[src/verilog/iesc_regs.svh]
/*
 * Register offsets, field positions and reset values of the interrupt
 * enable set/clear block. Assumes a 4-bit classic Wishbone byte address.
 */
`ifndef IESC_REGS_SVH
`define IESC_REGS_SVH

`define IESC_ADDR_W 4
`define IESC_OFS_SET_LOW 4'h0
`define IESC_OFS_SET_HIGH 4'h4
`define IESC_OFS_CLR_LOW 4'h8
`define IESC_OFS_CLR_HIGH 4'hc
`define IESC_NUM_SRC 50
`define IESC_LOW_W 32
`define IESC_HIGH_W 18
`define IESC_LOW_LSB 0
`define IESC_HIGH_LSB 32
`define IESC_ENABLE_RST 50'h0
`define IESC_UNMAPPED_DATA 32'h0

`endif

[src/verilog/iesc_pkg.sv]
/*
 * Types shared by the interrupt enable set/clear block.
 * Assumes the offsets header is compiled alongside.
 */
package iesc_pkg;
    typedef logic [49:0] iesc_src_t;

    typedef enum logic [1:0] {
        IESC_SEL_SET_LOW = 2'b00,
        IESC_SEL_SET_HIGH = 2'b01,
        IESC_SEL_CLR_LOW = 2'b10,
        IESC_SEL_CLR_HIGH = 2'b11
    } iesc_sel_e;

    typedef struct packed {
        logic cyc;
        logic stb;
        logic we;
        logic [3:0] sel;
        logic [3:0] adr;
        logic [31:0] dat;
    } iesc_wb_req_s;

    typedef struct packed {
        logic ack;
        logic [31:0] dat;
    } iesc_wb_rsp_s;
endpackage

[src/verilog/iesc_top.sv]
/*
 * Interrupt enable set/clear block: one enable flop per source for 50
 * sources, reached through set-view and clear-view words over classic
 * Wishbone, gating the peripheral request lines.
 * Assumes requests come from logic on clk_i; a single synchronous reset.
 * Limitation: the request lines are not synchronised, so a source from
 * another clock domain must be brought onto clk_i before it reaches here.
 * Trade-off: gating is combinational, so a request passes in its own cycle
 * but an enable write only takes hold from the cycle after the ack edge.
 */
// Design decisions made here: register access over Wishbone and the address map.
//
// Operation
// - Writing one to a set-view bit enables that source.
// - Writing zero to a set-view bit leaves that enable unchanged.
// - Reading a set-view word returns enable state, one meaning enabled.
// - Low word bit n is source n; high word bit n is source 32+n.
// - High word holds bits 17..0; 31..18 read zero; all enables reset zero.
// - Low clear-view word covers sources 31..0 and resets to zero.
// - Clear-view one disables, zero does nothing, read returns enable state.
//
`timescale 1ns/1ps
`default_nettype none
`include "iesc_regs.svh"

module iesc_top
    import iesc_pkg::*;
(
    input wire logic clk_i,
    input wire logic rst_i,
    input wire iesc_wb_req_s wb_req_i,
    output iesc_wb_rsp_s wb_rsp_o,
    input wire iesc_src_t irq_req_i,
    output iesc_src_t irq_gated_o,
    output iesc_src_t enable_state_o
);

    // ****************************************************************
    // Bus decode
    // ****************************************************************
    function automatic logic [3:0] word_of(input logic [3:0] adr);
        word_of = {adr[3:2], 2'b00};
    endfunction

    // Byte lane expansion of sel, so a partial write touches only its bytes
    function automatic logic [31:0] lane_mask(input logic [3:0] sel);
        lane_mask = {{8{sel[3]}}, {8{sel[2]}}, {8{sel[1]}}, {8{sel[0]}}};
    endfunction

    iesc_src_t enable_r;
    wire iesc_src_t enable_nxt;
    logic ack_r;
    logic [31:0] rdata_r;

    wire logic access = wb_req_i.cyc && wb_req_i.stb && !ack_r;
    wire logic wr_take = access && wb_req_i.we;
    wire logic [3:0] word_adr = word_of(wb_req_i.adr);
    wire logic [31:0] wdata = wb_req_i.dat & lane_mask(wb_req_i.sel);

    wire logic hit_set_low = word_adr == `IESC_OFS_SET_LOW;
    wire logic hit_set_high = word_adr == `IESC_OFS_SET_HIGH;
    wire logic hit_clr_low = word_adr == `IESC_OFS_CLR_LOW;
    wire logic hit_clr_high = word_adr == `IESC_OFS_CLR_HIGH;

    // ****************************************************************
    // Set and clear masks over the whole source vector
    // ****************************************************************
    wire iesc_src_t wide_low = {18'h0, wdata};
    wire iesc_src_t wide_high = {wdata[17:0], 32'h0};

    wire iesc_src_t set_mask = !wr_take ? 50'h0 :
        hit_set_low ? wide_low : hit_set_high ? wide_high : 50'h0;
    wire iesc_src_t clr_mask = !wr_take ? 50'h0 :
        hit_clr_low ? wide_low : hit_clr_high ? wide_high : 50'h0;

    // ****************************************************************
    // Next enable state, one slice per source
    // ****************************************************************
    // One shared flop per source; set and clear sit at different words, so
    // they never meet on one source in a cycle
    genvar src;
    generate
        for (src = 0; src < `IESC_NUM_SRC; src = src + 1) begin : g_src
            assign enable_nxt[src] = (enable_r[src] | set_mask[src]) & ~clr_mask[src];

            chk_src_set: assert property (@(posedge clk_i) disable iff (rst_i)
                set_mask[src] |=> enable_r[src])
                else $error("set bit did not enable its source");

            chk_src_clear: assert property (@(posedge clk_i) disable iff (rst_i)
                clr_mask[src] |=> !enable_r[src])
                else $error("clear bit did not disable its source");

            chk_src_gate: assert property (@(posedge clk_i) disable iff (rst_i)
                !enable_r[src] |-> !irq_gated_o[src])
                else $error("request passed a disabled source");
        end
    endgenerate

    always_ff @(posedge clk_i) begin
        if (rst_i) begin
            enable_r <= `IESC_ENABLE_RST;
        end else begin
            enable_r <= enable_nxt;
        end
    end

    // ****************************************************************
    // Read path
    // ****************************************************************
    // Both views read the same enable state; unused high bits are zero
    wire logic [31:0] view_low = enable_r[31:0];
    wire logic [31:0] view_high = {14'h0, enable_r[49:32]};
    wire logic [31:0] rd_mux = (hit_set_low || hit_clr_low) ? view_low :
        (hit_set_high || hit_clr_high) ? view_high : `IESC_UNMAPPED_DATA;

    // Ack lands one cycle after the strobe and drops the next cycle
    always_ff @(posedge clk_i) begin
        if (rst_i) begin
            ack_r <= 1'b0;
            rdata_r <= 32'h0;
        end else begin
            ack_r <= access;
            rdata_r <= (access && !wb_req_i.we) ? rd_mux : 32'h0;
        end
    end

    assign wb_rsp_o.ack = ack_r;
    assign wb_rsp_o.dat = rdata_r;

    // ****************************************************************
    // Request gating
    // ****************************************************************
    // Combinational so a request is not delayed; enable is a flop
    assign irq_gated_o = irq_req_i & enable_r;
    assign enable_state_o = enable_r;

    // ****************************************************************
    // Checks
    // ****************************************************************
    chk_set_enables: assert property (@(posedge clk_i) disable iff (rst_i)
        wr_take && hit_set_low && wdata[5] |=> enable_r[5])
        else $error("set-view one did not enable source 5");

    chk_set_zero_keeps: assert property (@(posedge clk_i) disable iff (rst_i)
        wr_take && hit_set_low && !wdata[0] |=> enable_r[0] == $past(enable_r[0]))
        else $error("set-view zero changed source 0");

    chk_read_state: assert property (@(posedge clk_i) disable iff (rst_i)
        access && !wb_req_i.we && hit_set_low && !wr_take
        |=> wb_rsp_o.dat == $past(enable_r[31:0]))
        else $error("set-view low read does not match enable state");

    chk_high_map: assert property (@(posedge clk_i) disable iff (rst_i)
        wr_take && hit_set_high && wdata[17] |=> enable_r[49])
        else $error("high word bit 17 did not map to source 49");

    chk_high_zero: assert property (@(posedge clk_i) disable iff (rst_i)
        wb_rsp_o.ack && $past(hit_set_high) |-> wb_rsp_o.dat[31:18] == 14'h0)
        else $error("high word reserved bits not zero");

    chk_reset_zero: assert property (@(posedge clk_i)
        rst_i |=> enable_r == 50'h0 && !wb_rsp_o.ack)
        else $error("enables not zero after reset");

    chk_clr_disables: assert property (@(posedge clk_i) disable iff (rst_i)
        wr_take && hit_clr_low && wdata[3] |=> !enable_r[3] ##1 !irq_gated_o[3])
        else $error("clear-view one did not disable source 3");

    chk_gate_follows: assert property (@(posedge clk_i) disable iff (rst_i)
        irq_gated_o[40] |-> irq_req_i[40] && enable_r[40])
        else $error("request passed while disabled");

    chk_ack_pulse: assert property (@(posedge clk_i) disable iff (rst_i)
        access |=> wb_rsp_o.ack ##1 !wb_rsp_o.ack)
        else $error("ack not one cycle after strobe");

    // ****************************************************************
    // Bus timing helper
    // ****************************************************************
    // Counts cycles a strobe has waited; the slave answers in one, so a
    // count past one means a lost or late ack
    logic [1:0] wait_cnt_r;

    always_ff @(posedge clk_i) begin
        if (rst_i) begin
            wait_cnt_r <= 2'h0;
        end else if (!access) begin
            wait_cnt_r <= 2'h0;
        end else if (wait_cnt_r != 2'h3) begin
            wait_cnt_r <= wait_cnt_r + 2'h1;
        end
    end

    chk_wait_bound: assert property (@(posedge clk_i) disable iff (rst_i)
        wait_cnt_r <= 2'h1)
        else $error("strobe waited more than one cycle");

    chk_ack_has_req: assert property (@(posedge clk_i) disable iff (rst_i)
        wb_rsp_o.ack
        |-> $past(access))
        else $error("ack without a taken request");

    // ****************************************************************
    // Checks on the write path
    // ****************************************************************
    chk_clr_high_map: assert property (@(posedge clk_i) disable iff (rst_i)
        wr_take && hit_clr_high && wdata[17]
        |=> !enable_r[49])
        else $error("clear high bit 17 did not disable source 49");

    chk_low_map_top: assert property (@(posedge clk_i) disable iff (rst_i)
        wr_take && hit_set_low && wdata[31]
        |=> enable_r[31])
        else $error("low word bit 31 did not map to source 31");

    chk_high_spares_low: assert property (@(posedge clk_i) disable iff (rst_i)
        wr_take && hit_set_high
        |=> enable_r[31:0] == $past(enable_r[31:0]))
        else $error("high word write changed low sources");

    chk_low_spares_high: assert property (@(posedge clk_i) disable iff (rst_i)
        wr_take && hit_set_low
        |=> enable_r[49:32] == $past(enable_r[49:32]))
        else $error("low word write changed high sources");

    chk_clr_spares_high: assert property (@(posedge clk_i) disable iff (rst_i)
        wr_take && hit_clr_low
        |=> enable_r[49:32] == $past(enable_r[49:32]))
        else $error("low clear write changed high sources");

    chk_clr_zero_keeps: assert property (@(posedge clk_i) disable iff (rst_i)
        wr_take && hit_clr_low && !wdata[0]
        |=> enable_r[0] == $past(enable_r[0]))
        else $error("clear-view zero changed source 0");

    chk_idle_holds: assert property (@(posedge clk_i) disable iff (rst_i)
        !wr_take
        |=> enable_r == $past(enable_r))
        else $error("enables changed without a write");

    chk_lane_masked: assert property (@(posedge clk_i) disable iff (rst_i)
        wr_take && hit_set_low && !wb_req_i.sel[3]
        |=> enable_r[31:24] == $past(enable_r[31:24]))
        else $error("unselected byte lane changed enables");

    // ****************************************************************
    // Checks on the read path
    // ****************************************************************
    chk_clr_read_state: assert property (@(posedge clk_i) disable iff (rst_i)
        access && !wb_req_i.we && hit_clr_low
        |=> wb_rsp_o.dat == $past(enable_r[31:0]))
        else $error("clear-view low read does not match enable state");

    chk_high_read_state: assert property (@(posedge clk_i) disable iff (rst_i)
        access && !wb_req_i.we && hit_set_high
        |=> wb_rsp_o.dat == {14'h0, $past(enable_r[49:32])})
        else $error("set-view high read does not match enable state");

    chk_write_dat_zero: assert property (@(posedge clk_i) disable iff (rst_i)
        access && wb_req_i.we
        |=> wb_rsp_o.dat == 32'h0)
        else $error("write answer carried nonzero data");

    // ****************************************************************
    // Checks around reset and gating
    // ****************************************************************
    chk_reset_gated: assert property (@(posedge clk_i)
        rst_i
        |=> irq_gated_o == 50'h0)
        else $error("request passed during reset");

    chk_reset_read_zero: assert property (@(posedge clk_i)
        rst_i
        |=> wb_rsp_o.dat == 32'h0 && enable_state_o == 50'h0)
        else $error("outputs not zero after reset");

    cov_set_write: cover property (@(posedge clk_i) disable iff (rst_i)
        wr_take && hit_set_high);
    cov_clr_write: cover property (@(posedge clk_i) disable iff (rst_i)
        wr_take && hit_clr_high);
    cov_read: cover property (@(posedge clk_i) disable iff (rst_i)
        access && !wb_req_i.we && hit_clr_low);
    cov_gate: cover property (@(posedge clk_i) disable iff (rst_i)
        |irq_gated_o);

    cov_lane_write: cover property (@(posedge clk_i) disable iff (rst_i)
        wr_take && wb_req_i.sel != 4'hf);

endmodule // iesc_top
`default_nettype wire

[config.mk]
export PLATFORM = sky130hd
export DESIGN_NAME = iesc_top
export DESIGN_NICKNAME = d
export VERILOG_FILES = /design/src/verilog/iesc_pkg.sv /design/src/verilog/iesc_top.sv
export VERILOG_INCLUDE_DIRS = /design/src /design/src/verilog
export SDC_FILE = /design/constraint.sdc
export NUM_CORES = 1
export LEC_CHECK = 0
export ABC_AREA = 0
export BUFFER_PORTS_ARGS = -buffer_cell sky130_fd_sc_hd__buf_4
export CAP_MARGIN = 20
export CORE_ASPECT_RATIO = 1.4
export CORE_MARGIN = 2
export CORE_UTILIZATION = 45
export DETAILED_ROUTE_END_ITERATION = 6
export PLACE_DENSITY = 0.85
export SLEW_MARGIN = 10
export SYNTH_ARGS = -nofsm -noshare
export SYNTH_HDL_FRONTEND = slang
export SYNTH_SLANG_ARGS = --single-unit
export TNS_END_PERCENT = 50
[constraint.sdc]
create_clock -name clk_i -period 3.36 [get_ports clk_i]
set_clock_uncertainty 0.1 [all_clocks]
set_input_delay 0.336 -clock clk_i [delete_from_list [all_inputs] [get_ports clk_i]]
set_output_delay 0.336 -clock clk_i [all_outputs]
set_load 0.03 [all_outputs]
; Word level (Yosys, flattened, before mapping)
; Index checks and enable logic that the tools add are counted.
[classes]
bitwise = 153
eq_ne = 3
mux = 8
n_reduce_logical = 10
[ops]
columns = operator, count
row1 = 50-bit 2-to-1 mux, 6
row2 = 1-bit inverter, 51
row3 = 1-bit bitwise AND, 50
row4 = 50-bit bitwise AND, 1
row5 = 1-bit bitwise OR, 50
row6 = 32-bit bitwise AND, 1
row7 = 32-bit 2-to-1 mux, 1
row8 = 18-bit 2-to-1 mux, 1
row9 = 2-bit == test (second input constant), 2
row10 = 1-bit logical AND, 4
row11 = 4-bit logical NOT, 1
row12 = 2-bit by 1-bit == test with 1-bit output (second input constant), 1
row13 = 1-bit logical NOT, 2
row14 = 1-bit logical OR, 2
row15 = 2-bit OR reduction, 1
[word_totals]
register_bits = 83
out_inout_bits = 133

; Depth between registers and ports, before layout
[logic_depth]
depth_word = 6
depth_mapped = 6

; Worst setup path after synthesis
; No wires, ideal clock.
[synth_path]
path_kind = in2reg
start = in rst_i
end = reg rdata_r[10]
arrival_ns = 1.345
path_slack_ns = 1.850
path_buffers = 3
required_ns = 3.195
stages = 5
path_cell_list = clkbuf_1 > or4_1 > buf_2 > buf_2 > nor2_1
[synth_between]
elab_chain_len = 1
[synth_rtl]
columns = element, line_no
row1 = start: declaration, iesc_top.sv:30  ; input wire logic rst_i,
row2 = 2-bit OR reduction (no source line), n/a
row3 = end signal: assignment, iesc_top.sv:124  ; rdata_r <= (access && !wb_req_i.we) ? rd_mux : 32'h0;
row4 = end: declaration, iesc_top.sv:53  ; logic [31:0] rdata_r;
; No other way between the ends.
; A chain may end at the register's enable or synchronous reset.

; Worst setup path after layout
[layout_path]
start = reg ack_r
end = reg enable_r[35] (netlist: enable_state_o[35])
[layout_between]
elab_chain_len = 6
elab_cells_between_ends = 8
[layout_rtl]
columns = element, line_no
row1 = start: declaration, iesc_top.sv:52  ; logic ack_r;
row2 = start signal: assignment, iesc_top.sv:123  ; ack_r <= access;
row3 = 1-bit logical NOT (*), iesc_top.sv:55  ; wire logic access = wb_req_i.cyc && wb_req_i.stb && !ack_r;
row4 = 1-bit logical AND (*), iesc_top.sv:55
row5 = 1-bit logical AND (*), iesc_top.sv:56  ; wire logic wr_take = access && wb_req_i.we;
row6 = 50-bit 2-to-1 mux (on tied branches), "iesc_top.sv:71, iesc_top.sv:73"
row7 = 1-bit bitwise OR or 1-bit inverter (tied branches), iesc_top.sv:84  ; assign enable_nxt[src] = (enable_r[src] | set_mask[src]) & ~clr_mask[src];
row8 = 1-bit bitwise AND (*), iesc_top.sv:84
row9 = end signal: assignment, iesc_top.sv:102  ; enable_r <= `IESC_ENABLE_RST;
row10 = end signal: assignment, iesc_top.sv:104  ; enable_r <= enable_nxt;
row11 = end: declaration, iesc_top.sv:50  ; iesc_src_t enable_r;
; Every way passes the cells marked *; elsewhere a longest branch is shown, timed or not.

==> results.md <==
- WS Path Type: reg2reg
- Internal power: ~0.0014 W
- Startpoint Class: flip-flop
- Cell Chain, Critical Path: and4b_2 -> and3_1 -> a311oi_1
- Worst min-delay path class: in2reg
- Critical Path Sink Type: flip-flop
- TNS Setup: 0 ns
- H-tree Lvls: 3
- Delay-heaviest family, CP: simple AND/OR/NAND/NOR gates
- Sw Ratio: a little under a quarter
- Worst path max stage delay: slightly below 0.8 ns
- Vias: 3,674
- Slew HR: slightly below 40%
- Largest net degree at the start of global routing: between 50 and 60
- Dpl hpwl: approximately 8100 µm
- Drt drc: 0
- WP data required: roughly 3.5 ns
- CTS Buffer Depth: 2
- Final setup vio count: 0
- Leakage: 2.30 nW
- Starting Density: about 47%
- DR iter-0 viols: between 200 and 250
- First-pass GRT wire length: approximately 18,000 µm
- Die footprint: between 8000 and 9000 µm²
- Overall routing resource usage: a little over a quarter
- FF+latch area: 1660 µm²
- Die H: about 110 µm
- Core Area: 7410 µm²
- Sw power: around 0.00043 W
- Post-CTS Setup Repair Bufs: 0
- Status: complete, no violations
- Largest fanout on the critical path: 25
- Post_cts resized: 0
- NumNets Final: ~630
- DRT antenna net count: 0
- Diodes inserted: 0
- TritonCTS buffer count: 9
- Area occupied by multi-input gates: 1600 µm²
- Slew Viols, Final: 0
- Syn_nets: 426
- Final Hold Viols: 0
- Mapped Area: 3450 µm²
- CTS tree: done
- Clock power frac: about 34%
- Pwr dens: 343 nW/µm²
- Crit path arrival time: ~2.3 ns
- Fillers: around 600
- Hold_buf cts: 0
- Vias in the first global route: 3,505
- Slowest CP cell: and3_1
- Min Tclk post-route: around 2.2 ns
- Layout cell share with drive strength beyond 1: between 40% and 50%
- Placer congestion estimate: around 0.74
- Final worst-path cycle share: about two thirds
- CTS Sinks: 83
- Max Fclk: 0.455 GHz
- Peak supply drop: approximately 0.00025 V
- Die Wd: roughly 80 µm
- Final worst slack: about 1.2 ns
- Area grow syn2layout: 52.2%
- Root buf cell: clkbuf_8
- Maxcap violations: 0
- Combinational share of power: ~11%
- Sequential Power Share: about 55%
- Flops & latches, synth: 83
- Std-Cell Rows: 37
- Slew at the pin with the worst max-slew slack: ~0.90 ns
- Drt via density: 5.82
- I/O pins: 228
- Initial antenna violation count: 0
- Setup WS pre-CTS: approximately 1.1 ns
- Input/output buffers: around 230
- Post-Syn Area per Cell: about 10 µm²
- Post-Syn Instances: 331
- Grt total ovfl: 0
- Final Power: about 0.0018 W
- Bufs and invs on worst path: 0
- Distinct cells, synth: 18
- RSZ-0062 raised after global routing: no
- Drt wl/cell: 18.2 µm
- Ys Warns: 0
- Drt first pass iters: 4
- Worst-Skew Late Latency: between 0.3 and 0.4 ns
- Reg clk slew, reported paths: ~0.08 ns
- Routed Wire Length: approximately 11,000 µm
- Sequential share of the synthesized area: around half
flip-flops by register name (all words and copies together) (netlist names):
register        flops
ack_r               1
enable_state_o     50
rdata_r            32
worst paths after layout:
check,startpoint,cells past startpoint,end,slack (ns)
max,ack_r,3,enable_state_o[35],1.16
min,wb_req_i[27],2,enable_state_o[27],0.1
max reg2reg,ack_r,3,enable_state_o[35],1.16
min reg2reg,enable_state_o[26],1,rdata_r[26],0.40
kinds of logic (layout without fill, tap and decap cells):
| family | after synthesis | in the layout | synth area share (%) |
|---|---|---|---|
| muxes | 18 | 18 | 5.22 |
| and+or+nand+nor | 92 | 92 | 15.4 |
| AOI/OAI and AO/OA | 100 | 100 | 25.4 |
| buffers and inverters | 38 | 241 | 5.94 |
| DFF | 83 | 83 | 48.1 |
cells in the mapped netlist:
cell type,number,area share [%]
nor4b_1,1,0.25
mux2i_1,18,5.2
and2_1,64,12
nor2_1,20,2.2
nor3_1,1,0.14
buf_6,6,2.0
a311oi_1,50,13
a41oi_1,50,13
buf_2,11,1.6
dfxtp_1,83,48
clkbuf_1,20,2.2
or4_1,1,0.22
and3_1,1,0.18
and4b_1,1,0.29
nand2_1,1,0.11
and3b_1,1,0.25
buf_4,1,0.22
nor2b_1,1,0.18
layout by cell type, fill, tap and decap left out:
cell and n:
and3_1 1, nor3_1 1, dfxtp_1 83, buf_4 229
clkbuf_1 1, clkbuf_8 11, a311oi_1 50, or4_1 1
nor2_1 19, mux2i_1 18, nand2_1 1, and4b_2 1
a41oi_1 50, nor2b_2 1, nor2_2 1, nor4b_2 1
and2_1 64, and3b_1 1
stage by stage:
stage          util (%)  hold WS, ns  cell area (µm²)  cells
2_1_floorplan         -        0.348             3450    331
5_1_grt            71.0       0.0922             5260    631
3_5_place_dp       68.8        0.397             5090    618
6_report           71.0       0.0982             5260    631
3_3_place_gp       68.8        0.395             5090    618
4_1_cts            70.9       0.0870             5250    630
worst register-to-register path, cell delays in order (launching register included):
cell,delay [ns]
dfxtp_1,0.35
and4b_2,0.63
and3_1,0.77
a311oi_1,0.21
power groups by stage:
stage | registers [W] | clock network [W] | logic (W)
2_1_floorplan | 0.00102 | 0 | 0.0000723
3_3_place_gp | 0.00102 | 0 | 0.000188
3_5_place_dp | 0.00102 | 0 | 0.000196
4_1_cts | 0.000993 | 0.000619 | 0.000196
5_1_grt | 0.000993 | 0.000657 | 0.000210
6_report | 0.000993 | 0.000609 | 0.000198
cell type report:
type / instances / share of cell area, %
multi-input combinational: 210 / 30.4
clock buffer: 12 / 2.95
sequential: 83 / 31.6
tap: 97 / 2.31
timing repair buffer: 229 / 32.7
routing by layer:
layer | share of wire [%] | up-vias | global-route usage [%]
li1 | - | 1690 | -
met1 | 36 | 1775 | 29.3
met2 | 54 | 191 | 48.0
met3 | 8.5 | 18 | 5.45
met4 | 2.0 | 0 | 11.4
met5 | 0 | - | 0
Note: power is estimated with default switching activity, not from simulation.
